### src/hdl/cell_alert_pkg.sv
// Package with register map, field layout and carrier types of the alert block.
package cell_alert_pkg;

    // ****************************************************************
    // Sizes
    // ****************************************************************
    localparam int NUM_CELLS  = 14;
    localparam int DATA_W     = 16;
    localparam int ADDR_W     = 8;
    localparam int INDEX_W    = 4;

    // ****************************************************************
    // Register indices
    // ****************************************************************
    localparam logic [7:0] ADDR_OVER_FLAGS   = 8'h08;
    localparam logic [7:0] ADDR_UNDER_FLAGS  = 8'h09;
    localparam logic [7:0] ADDR_EXTREME      = 8'h0A;
    localparam logic [7:0] ADDR_OVER_EN      = 8'h20;
    localparam logic [7:0] ADDR_UNDER_EN     = 8'h21;
    localparam logic [7:0] ADDR_CELL_EN      = 8'h22;
    localparam logic [7:0] ADDR_POLARITY     = 8'h23;
    localparam logic [7:0] ADDR_UNI_OVER_TH  = 8'h24;
    localparam logic [7:0] ADDR_BIP_OVER_TH  = 8'h25;
    localparam logic [7:0] ADDR_UNI_UNDER_TH = 8'h26;
    localparam logic [7:0] ADDR_BIP_UNDER_TH = 8'h27;
    localparam logic [7:0] ADDR_CONTROL      = 8'h28;
    localparam logic [7:0] ADDR_IRQ_STATUS   = 8'h29;
    localparam logic [7:0] ADDR_IRQ_MASK     = 8'h2A;

    // ****************************************************************
    // Field positions and reset values
    // ****************************************************************
    localparam int HIGH_IDX_LSB  = 8;
    localparam int LOW_IDX_LSB   = 0;
    localparam int CTRL_FILT_BIT = 0;
    localparam int CTRL_POL_BIT  = 1;
    localparam int IRQ_OVER_BIT  = 0;
    localparam int IRQ_UNDER_BIT = 1;
    localparam int IRQ_SCAN_BIT  = 2;
    localparam int IRQ_W         = 3;

    localparam logic [13:0] CELL_MASK_RESET = 14'h0000;
    localparam logic [15:0] THRESH_RESET    = 16'h0000;
    localparam logic [3:0]  INDEX_RESET     = 4'h0;
    localparam logic [3:0]  NO_RESULT       = 4'hF;
    localparam logic [2:0]  IRQ_RESET       = 3'h0;
    localparam logic [15:0] READ_ZERO       = 16'h0000;

    // ****************************************************************
    // Carrier types
    // ****************************************************************
    typedef logic [DATA_W-1:0]                 cell_word_type;
    typedef cell_word_type [NUM_CELLS-1:0]     cell_set_type;

    typedef struct packed {
        logic         done;
        logic         scan;
        cell_set_type alu;
        cell_set_type iir;
    } acq_type;

    typedef struct packed {
        logic [ADDR_W-1:0] addr;
        logic [DATA_W-1:0] wdata;
        logic              wr;
        logic              rd;
    } bus_req_type;

endpackage : cell_alert_pkg

### src/hdl/cell_alert_and_minmax_locator.sv
// Per-cell voltage alert flags and highest/lowest cell locator.
//
// Notes on behaviour
// - Over alert when cell above over threshold.
// - Polarity bit picks unipolar or bipolar over threshold.
// - Over alert only when its enable bit set.
// - Over alert held, re-judged at next acquisition.
// - Under alert when cell below under threshold.
// - Polarity bit picks unipolar or bipolar under threshold.
// - Under alert only when its enable bit set.
// - Under alert held, re-judged at next acquisition.
// - Over flags in bits 13:0, reset zero.
// - Under flags in bits 13:0, reset zero.
// - Report highest enabled cell as number 1..14.
// - Report lowest enabled cell as number 1..14.
// - Extremes update only on scan acquisitions.
// - Extremes use ALU or IIR data per filter select.
// - Search only unipolar or only bipolar cells.
// - No matching cell gives Fh in both fields.
// - Highest in 11:8, lowest in 3:0, reset zero.
//
// Implementation choice: the plain strobed port.
`timescale 1ns/10ps
`default_nettype none

module cell_alert_and_minmax_locator (
    input  wire logic                         sys_clk_i,
    input  wire logic                         sys_rst_i,
    input  wire logic                         clk_en_i,
    input  wire cell_alert_pkg::acq_type      acq_i,
    input  wire cell_alert_pkg::bus_req_type  bus_i,
    output var  logic [15:0]                  rd_data_o,
    output var  logic                         irq_o
);
    import cell_alert_pkg::*;

    // ****************************************************************
    // Overview
    // ****************************************************************
    // Each done pulse brings fourteen ALU and fourteen
    // IIR results, cell one in slot zero. Alerts use
    // the ALU set only; the search uses either set.
    //
    // The host sees a small register file. The three
    // status registers and the interrupt status are read
    // only; the rest is configuration that hardware never changes.
    //
    // Read data are registered: a read strobe shows
    // its word in the next cycle and zero otherwise.
    // Reads may follow each other with no gap.
    //
    // A low clock enable freezes every flop and so
    // ignores the bus and acquisition inputs. A done
    // pulse given then is lost; the producer must
    // repeat it once the enable returns.
    //
    // All arithmetic is combinational. Parallel
    // comparators were chosen over a sequential walk:
    // more area, but results are ready on the edge
    // that takes the acquisition.
    //
    // Configuration indices sit away from the status
    // registers, so a stray write to a status index
    // falls into the empty default branch.
    //
    // Interrupt status has three sticky bits: over
    // alert rose, under alert rose, scan updated the
    // extremes. Reading the status clears them. The
    // mask has the same layout, and the interrupt is
    // high while an unmasked bit is set.

    // ****************************************************************
    // State
    // ****************************************************************
    // All state is one packed struct. Read data and
    // interrupt are fields of it, so both outputs
    // come straight from flops.
    // Reset clears the extreme fields too, so they
    // read zero, not the no-result code, until the
    // first scan is judged.
    typedef struct packed {
        logic [NUM_CELLS-1:0] over_flags;
        logic [NUM_CELLS-1:0] under_flags;
        logic [INDEX_W-1:0]   high_idx;
        logic [INDEX_W-1:0]   low_idx;
        logic [NUM_CELLS-1:0] over_en;
        logic [NUM_CELLS-1:0] under_en;
        logic [NUM_CELLS-1:0] cell_en;
        logic [NUM_CELLS-1:0] polarity;
        logic [DATA_W-1:0]    uni_over_th;
        logic [DATA_W-1:0]    bip_over_th;
        logic [DATA_W-1:0]    uni_under_th;
        logic [DATA_W-1:0]    bip_under_th;
        logic                 filt_sel;
        logic                 search_pol;
        logic [IRQ_W-1:0]     irq_status;
        logic [IRQ_W-1:0]     irq_mask;
        logic [DATA_W-1:0]    rd_data;
        logic                 irq;
    } state_type;

    state_type state_reg;
    state_type state_next;

    localparam state_type STATE_RESET = '{
        over_flags:   CELL_MASK_RESET,
        under_flags:  CELL_MASK_RESET,
        high_idx:     INDEX_RESET,
        low_idx:      INDEX_RESET,
        over_en:      CELL_MASK_RESET,
        under_en:     CELL_MASK_RESET,
        cell_en:      CELL_MASK_RESET,
        polarity:     CELL_MASK_RESET,
        uni_over_th:  THRESH_RESET,
        bip_over_th:  THRESH_RESET,
        uni_under_th: THRESH_RESET,
        bip_under_th: THRESH_RESET,
        filt_sel:     1'b0,
        search_pol:   1'b0,
        irq_status:   IRQ_RESET,
        irq_mask:     IRQ_RESET,
        rd_data:      READ_ZERO,
        irq:          1'b0
    };

    // ****************************************************************
    // Per-cell threshold comparison
    // ****************************************************************
    // Bipolar cells carry two's complement results, so their
    // comparisons are signed; unipolar cells compare unsigned.
    // A cell exactly on its limit raises no alert.
    // The polarity bit picks both the threshold and
    // the number format, so one write moves a cell
    // between threshold pairs and compare modes.
    logic [NUM_CELLS-1:0] over_hit;
    logic [NUM_CELLS-1:0] under_hit;

    // One identical slice per cell. Slices share the
    // thresholds but read their own enable and
    // polarity bits, so cells never interact.
    genvar g;
    generate
        for (g = 0; g < NUM_CELLS; g++) begin : g_cell
            logic [DATA_W-1:0] v;
            logic              above;
            logic              below;
            assign v = acq_i.alu[g];
            assign above = state_reg.polarity[g]
                ? ($signed(v) > $signed(state_reg.bip_over_th))
                : (v > state_reg.uni_over_th);
            assign below = state_reg.polarity[g]
                ? ($signed(v) < $signed(state_reg.bip_under_th))
                : (v < state_reg.uni_under_th);
            assign over_hit[g]  = state_reg.over_en[g] & above;
            assign under_hit[g] = state_reg.under_en[g] & below;
        end
    endgenerate

    // ****************************************************************
    // Ordering helper
    // ****************************************************************
    // Shared by both searches. The signed mode comes
    // from the search polarity, since the search only
    // looks at cells of one polarity at a time.
    // The helper is pure and holds no state.
    function automatic logic is_greater(
        input logic [DATA_W-1:0] a,
        input logic [DATA_W-1:0] b,
        input logic              signed_mode
    );
        logic result;
        if (signed_mode) begin
            result = $signed(a) > $signed(b);
        end else begin
            result = a > b;
        end
        return result;
    endfunction : is_greater

    // ****************************************************************
    // Extreme cell search
    // ****************************************************************
    // The walk runs from cell one to fourteen and
    // replaces its result only on a strict gain, so
    // the first cell to reach a value keeps it.
    // This fourteen-stage chain is the longest path
    // of the block and sets its clock limit.
    // Disabled cells and cells of the other polarity
    // never enter the walk.
    logic [NUM_CELLS-1:0] cand;
    logic [INDEX_W-1:0]   high_found;
    logic [INDEX_W-1:0]   low_found;

    always_comb begin
        cell_set_type      src;
        logic [DATA_W-1:0] high_val;
        logic [DATA_W-1:0] low_val;
        logic              any;
        src      = acq_i.alu;
        high_val = READ_ZERO;
        low_val  = READ_ZERO;
        any      = 1'b0;
        // no candidate leaves both at Fh.
        high_found = NO_RESULT;
        low_found  = NO_RESULT;
        if (state_reg.filt_sel) begin
            src = acq_i.iir;
        end
        // only cells of the chosen polarity.
        cand = state_reg.cell_en
             & (state_reg.search_pol ? state_reg.polarity
                                     : ~state_reg.polarity);
        for (int i = 0; i < NUM_CELLS; i++) begin
            if (cand[i]) begin
                // strict compare keeps the lowest number on ties.
                if (!any || is_greater(src[i], high_val,
                                       state_reg.search_pol)) begin
                    high_val   = src[i];
                    // cell number is index plus one.
                    high_found = INDEX_W'(i + 1);
                end
                if (!any || is_greater(low_val, src[i],
                                       state_reg.search_pol)) begin
                    low_val   = src[i];
                    // cell number is index plus one.
                    low_found = INDEX_W'(i + 1);
                end
                any = 1'b1;
            end
        end
    end

    // ****************************************************************
    // Next state
    // ****************************************************************
    always_comb begin
        logic [IRQ_W-1:0] events;
        logic [IRQ_W-1:0] status;
        state_next = state_reg;
        events     = IRQ_RESET;
        status     = IRQ_RESET;

        // Flags are rebuilt at every done pulse: a set
        // flag holds until the next acquisition and is
        // cleared there only if its condition is gone.
        // Only a rising flag raises its event, so a
        // cell that stays in alert does not retrigger.
        if (acq_i.done) begin
            // re-judged each acquisition, cleared only if resolved.
            state_next.over_flags  = over_hit;
            // re-judged each acquisition, cleared only if resolved.
            state_next.under_flags = under_hit;
            events[IRQ_OVER_BIT]  = |(over_hit & ~state_reg.over_flags);
            events[IRQ_UNDER_BIT] = |(under_hit & ~state_reg.under_flags);
            // extremes move only on scan requests.
            if (acq_i.scan) begin
                state_next.high_idx = high_found;
                state_next.low_idx  = low_found;
                events[IRQ_SCAN_BIT] = 1'b1;
            end
        end

        // Writes land at the edge that takes them and
        // are seen by a read in the next cycle. A write
        // and a done pulse in one cycle touch disjoint
        // fields, so they never conflict.
        // Configuration writes; status registers have no write case.
        if (bus_i.wr) begin
            case (bus_i.addr)
                ADDR_OVER_EN:
                    state_next.over_en = bus_i.wdata[NUM_CELLS-1:0];
                ADDR_UNDER_EN:
                    state_next.under_en = bus_i.wdata[NUM_CELLS-1:0];
                ADDR_CELL_EN:
                    state_next.cell_en = bus_i.wdata[NUM_CELLS-1:0];
                ADDR_POLARITY:
                    state_next.polarity = bus_i.wdata[NUM_CELLS-1:0];
                ADDR_UNI_OVER_TH:  state_next.uni_over_th  = bus_i.wdata;
                ADDR_BIP_OVER_TH:  state_next.bip_over_th  = bus_i.wdata;
                ADDR_UNI_UNDER_TH: state_next.uni_under_th = bus_i.wdata;
                ADDR_BIP_UNDER_TH: state_next.bip_under_th = bus_i.wdata;
                ADDR_CONTROL: begin
                    state_next.filt_sel   = bus_i.wdata[CTRL_FILT_BIT];
                    state_next.search_pol = bus_i.wdata[CTRL_POL_BIT];
                end
                ADDR_IRQ_MASK:
                    state_next.irq_mask = bus_i.wdata[IRQ_W-1:0];
                default: ;
            endcase
        end

        // Only a read strobe selects a word; in any
        // other cycle the data return to zero, so no
        // stale word is ever shown.
        // Read data register; unmapped and unused bits read as zero.
        state_next.rd_data = READ_ZERO;
        status = state_reg.irq_status;
        if (bus_i.rd) begin
            case (bus_i.addr)
                // over flags in low 14 bits.
                ADDR_OVER_FLAGS:
                    state_next.rd_data = {2'h0, state_reg.over_flags};
                // under flags in low 14 bits.
                ADDR_UNDER_FLAGS:
                    state_next.rd_data = {2'h0, state_reg.under_flags};
                // highest in 11:8, lowest in 3:0.
                ADDR_EXTREME:
                    state_next.rd_data = {4'h0, state_reg.high_idx,
                                          4'h0, state_reg.low_idx};
                ADDR_OVER_EN:
                    state_next.rd_data = {2'h0, state_reg.over_en};
                ADDR_UNDER_EN:
                    state_next.rd_data = {2'h0, state_reg.under_en};
                ADDR_CELL_EN:
                    state_next.rd_data = {2'h0, state_reg.cell_en};
                ADDR_POLARITY:
                    state_next.rd_data = {2'h0, state_reg.polarity};
                ADDR_UNI_OVER_TH:  state_next.rd_data = state_reg.uni_over_th;
                ADDR_BIP_OVER_TH:  state_next.rd_data = state_reg.bip_over_th;
                ADDR_UNI_UNDER_TH:
                    state_next.rd_data = state_reg.uni_under_th;
                ADDR_BIP_UNDER_TH:
                    state_next.rd_data = state_reg.bip_under_th;
                ADDR_CONTROL:
                    state_next.rd_data = {14'h0000, state_reg.search_pol,
                                          state_reg.filt_sel};
                ADDR_IRQ_STATUS: begin
                    state_next.rd_data = {13'h0000, state_reg.irq_status};
                    status = IRQ_RESET;
                end
                ADDR_IRQ_MASK:
                    state_next.rd_data = {13'h0000, state_reg.irq_mask};
                default: state_next.rd_data = READ_ZERO;
            endcase
        end

        // Set and read clear may meet in one cycle; the
        // set wins, so no event is lost between reads.
        // A new event in the read cycle survives the read clear.
        state_next.irq_status = status | events;
        state_next.irq = |(state_next.irq_status & state_next.irq_mask);
    end

    // ****************************************************************
    // State register
    // ****************************************************************
    // The reset clears all at once; its release must
    // meet recovery time, which the reset logic
    // upstream is expected to ensure.
    always_ff @(posedge sys_clk_i or posedge sys_rst_i) begin
        if (sys_rst_i) begin
            state_reg <= STATE_RESET;
        end else if (clk_en_i) begin
            state_reg <= state_next;
        end
    end

    // Both outputs are plain copies of flops. The
    // interrupt follows a mask write or a read clear
    // with no extra cycle of delay.
    assign rd_data_o = state_reg.rd_data;
    assign irq_o     = state_reg.irq;

endmodule : cell_alert_and_minmax_locator

`default_nettype wire

### config.mk
export PLATFORM = sky130hd
export DESIGN_NAME = cell_alert_and_minmax_locator
export DESIGN_NICKNAME = d
export VERILOG_FILES = /design/src/hdl/cell_alert_pkg.sv /design/src/hdl/cell_alert_and_minmax_locator.sv
export SDC_FILE = /design/constraint.sdc
export NUM_CORES = 2
export LEC_CHECK = 0
export ABC_AREA = 1
export ABC_CLOCK_PERIOD_IN_PS = 36600
export BUFFER_PORTS_ARGS = -buffer_cell sky130_fd_sc_hd__buf_2
export CAP_MARGIN = 20
export CORE_AREA = 10 10 468 242
export DETAILED_ROUTE_END_ITERATION = 8
export DIE_AREA = 0 0 478 252
export HOLD_SLACK_MARGIN = 0.03
export PLACE_DENSITY_LB_ADDON = 0.15
export SETUP_SLACK_MARGIN = 0.02
export SLEW_MARGIN = 20
export SYNTH_ARGS = -nofsm -noshare
export SYNTH_HDL_FRONTEND = slang
export SYNTH_SLANG_ARGS = --single-unit
export TNS_END_PERCENT = 30
### constraint.sdc
create_clock -name sys_clk_i -period 36.6 [get_ports sys_clk_i]
set_input_delay 7.32 -clock sys_clk_i [delete_from_list [all_inputs] [get_ports sys_clk_i]]
set_output_delay 7.32 -clock sys_clk_i [all_outputs]
set_load 0.01 [all_outputs]
==> impl_metrics.csv <==
group,metric,value,unit
timing,min_period,34.03,ns
min_path,hp-class,"reg -> reg",
detailed_routing,route.detailed.drc,0,
die,dieHeight,252,microns
placed_design,port_buffers,495,
synth,ys_ff_latch,181,
placed_design,dpl_worst_slack,1.48,ns
timing,setup_viol,0,
synth,synth.top_cell.area_share,0.342,
synth,ys_types,65,
cts,htreeDepth,4,
layout,postLayoutCellArea,52700,sq um
placed_design,placed_area,52000,sq um
worst_setup_path,crit_top_cell,"nand2_1",
timing,max_freq,29.4,MHz
layout,layout.nets,9376,
layout,fin_cells,9056,
detailed_routing,drtAntennaViolNets,0,
worst_setup_path,rr_worst_depth,175,
min_path,hold_start,"rd_data_o[15]",
cts,cts_root_buffer,"clkbuf_16",
worst_setup_path,required,36.97,ns
worst_setup_path,criticalPathCategory,"in -> reg",
cts,clk_path_buf_depth,2,
synth,yosys_warnings,0,
pwr,power_density,15.6,nW/um^2
synth,async_flop_share,1.00,
global_routing,antenna_found_initial,25,
detailed_routing,routed_wl,232,mm
worst_setup_path,r2r_slack,8.24,ns
detailed_routing,first_pass_iters,7,
worst_setup_path,r2r-end,"state_reg[148]",
flow_run,drv_cap,0,
cts,clk_latency,0.46,ns
timing,rsz0062_at_grt,"no",
timing,skew,0.0112,ns
synth,synth_seq_area_share,0.0965,
pwr,p_leak,27.4,nW
timing,worst_pin_slew,1.17,ns
timing,slew_headroom,0.221,
detailed_routing,vias_per_cell,5.99,
status,outcome,"complete, no violations",
synth,synth_area_leaders,"ha_1 34%, nand2_1 13%, dfrtp_1 9.7%",
placed_design,dp_hpwl,187,mm
placed_design,gp_congestion,1.02,
worst_setup_path,crit_fanout,19,
timing,finalMaxSlewViolations,0,
global_routing,grt_pass1_wl,329,mm
timing,fin_crit_sh,0.930,
timing,layout_setup_ws,2.57,ns
worst_setup_path,cp.arrival,34.40,ns
global_routing,grt_overflow,0,
synth,syn_area,46900,sq um
layout,layout-drive-gt1-share,0.132,
die,rows,84,
die,fp.dieArea,120000,sq um
detailed_routing,vias,54200,
worst_setup_path,max_stage_delay,0.72,ns
placed_design,dp_cells,9003,
layout,syn2layout_area_growth,12.4,%
global_routing,grt_pass1_vias,49200,
die,core-area,105000,sq um
synth,synth_edf_count,0,
detailed_routing,drt-initial-drc-count,7426,
synth,synth_area_per_cell,6.65,sq um
synth,syn_nets,8821,
global_routing,grt_max_degree,142,
cts,cts.sinks,181,
cts,clk_pin_slew_worst_paths,0.07,ns
die,initial_core_util,0.449,
worst_setup_path,critPathSlowestCell,"nand2_1",
cts,tritoncts,"built",
detailed_routing,wl_per_cell,25.6,microns
worst_setup_path,r2r-start,"state_reg[24]",
pwr,ir_worst_vdd,0.0372,mV
min_path,hold_end,"rd_data_o[15]",
min_path,hold_depth,2,
layout,largest_register_ffs,164,
die,die_w,478,microns
global_routing,grt_usage,0.364,
synth,synth_cells,7058,
die,io_pins,496,
timing,hold_violations,0,
synth,yosysTopAreaCell,"ha_1",
timing,fin_tns_setup,0,ns
synth,synthFlopType,"dfrtp_1",
cts,numCtsBuffers,17,
worst_setup_path,endpoint_kind,"register",
worst_setup_path,startpoint_type,"primary input",
-- how the worst max path moves through the flow --
stage,startpoint,end,cells after the start
finish,acq_i[245],state_reg[151],185
global route,acq_i[230],state_reg[148],178
CTS,acq_i[231],state_reg[148],182
detailed placement,acq_i[253],state_reg[148],180
global placement,acq_i[231],state_reg[148],182
floorplan,acq_i[31],state_reg[148],188
-- cell usage in the layout, fill, tap and decap left out, types with 27 or more instances in the layout --
cell type  count
ha_1        1284
buf_2        495
nand4_1      105
a21boi_0      35
dfrtp_1      180
buf_4        206
a211oi_1      38
o2111ai_1     36
inv_1        833
o21ai_0      512
o21a_1        27
o221ai_1      32
or2_2        198
o22ai_1       39
nor3_1       102
nand3_1      545
nor2_1       312
o211ai_1      67
and2_1        36
a21oi_1      573
nand2_1     1638
a221oi_1      38
-- repair_timing --
| action | CTS | global route |
|---|---|---|
| resized for setup | 0 | 14 |
| buffers inserted | 0 | 8 |
| endpoints found under the setup margin | 0 | 4 |
| endpoints found under the hold margin | 0 | 0 |
| hold buffers | 0 | 0 |
-- layer usage --
| layer | up-vias | track usage | wire (microns) |
|---|---|---|---|
| met5 | - | 0 | 110 |
| met4 | 18 | 0.142 | 11000 |
| met3 | 555 | 0.109 | 32200 |
| met2 | 3169 | 0.533 | 92500 |
| met1 | 24900 | 0.496 | 96300 |
| li1 | 25600 | - | - |
-- cells in the mapped netlist (5+ instances only) --
library cell,count
a2111oi_0,6
a211oi_1,38
a21boi_0,35
a21o_1,15
a21oi_1,573
a221oi_1,38
a22o_1,14
a31oi_1,11
and2_1,36
buf_1,8
buf_2,38
buf_4,22
clkbuf_1,101
clkinv_1,10
dfrtp_1,181
ha_1,1284
inv_1,836
inv_2,16
nand2_1,1642
nand2_2,16
nand3_1,545
nand3b_1,10
nand4_1,105
nor2_1,312
nor2_4,6
nor3_1,104
nor4_1,14
o2111ai_1,36
o211ai_1,67
o21a_1,27
o21ai_0,517
o21ai_1,18
o21bai_1,15
o221a_2,5
o221ai_1,32
o22ai_1,39
o31ai_1,19
or2_2,198
xnor2_1,19
xor2_1,12
-- critical path, delay by kind of cell --
kind	cells	cell delay (ns)
AND/OR/NAND/NOR	97	11.66
AO/OA/AOI/OAI	42	7.25
buffers and inverters	29	3.79
adder cells (fa/ha/maj)	13	3.59
XOR/XNOR	4	0.63
-- report_power, final --
| part | leakage, nW | switching, W | internal, W |
|---|---|---|---|
| Clock | 0.292 | 0.0000873 | 0.000112 |
| Sequential | 2.46 | 0.00000674 | 0.000206 |
| Combinational | 24.7 | 0.000267 | 0.000146 |
| Total | 27.4 | 0.000361 | 0.000464 |
-- metrics by stage --
step	util	total power [W]	hold slack (ns)
floorplan	-	0.000449	0.449
global placement	0.497	0.000611	0.461
detailed placement	0.497	0.000614	0.462
CTS	0.503	0.000809	0.481
global route	0.504	0.000877	0.510
finish	0.504	0.000825	0.477
-- layout make-up --
class	count	area, sq um
fillers	11000	51800
multi-input cells	5845	38400
flip-flops and latches	181	4530
repair buffers	705	4110
inverters	862	3260
well taps	1419	1780
clock buffers	19	453
clock inverters	13	173
diodes	11	27.5
repair inverters	1	7.51
-- cells by family (layout without fill, tap and decap cells) --
| logic type | count (synthesis) | in the layout | synth area share |
|---|---|---|---|
| simple gates | 3000 | 3000 | 0.280 |
| compound gates | 1530 | 1530 | 0.189 |
| fa+ha+maj | 1284 | 1284 | 0.342 |
| buf+inv | 1032 | 1600 | 0.0855 |
| flops | 181 | 181 | 0.0965 |
| xor+xnor | 31 | 31 | 0.00579 |
| other cells | 0 | 11 | 0 |
Power figures use the tool's default switching activity.
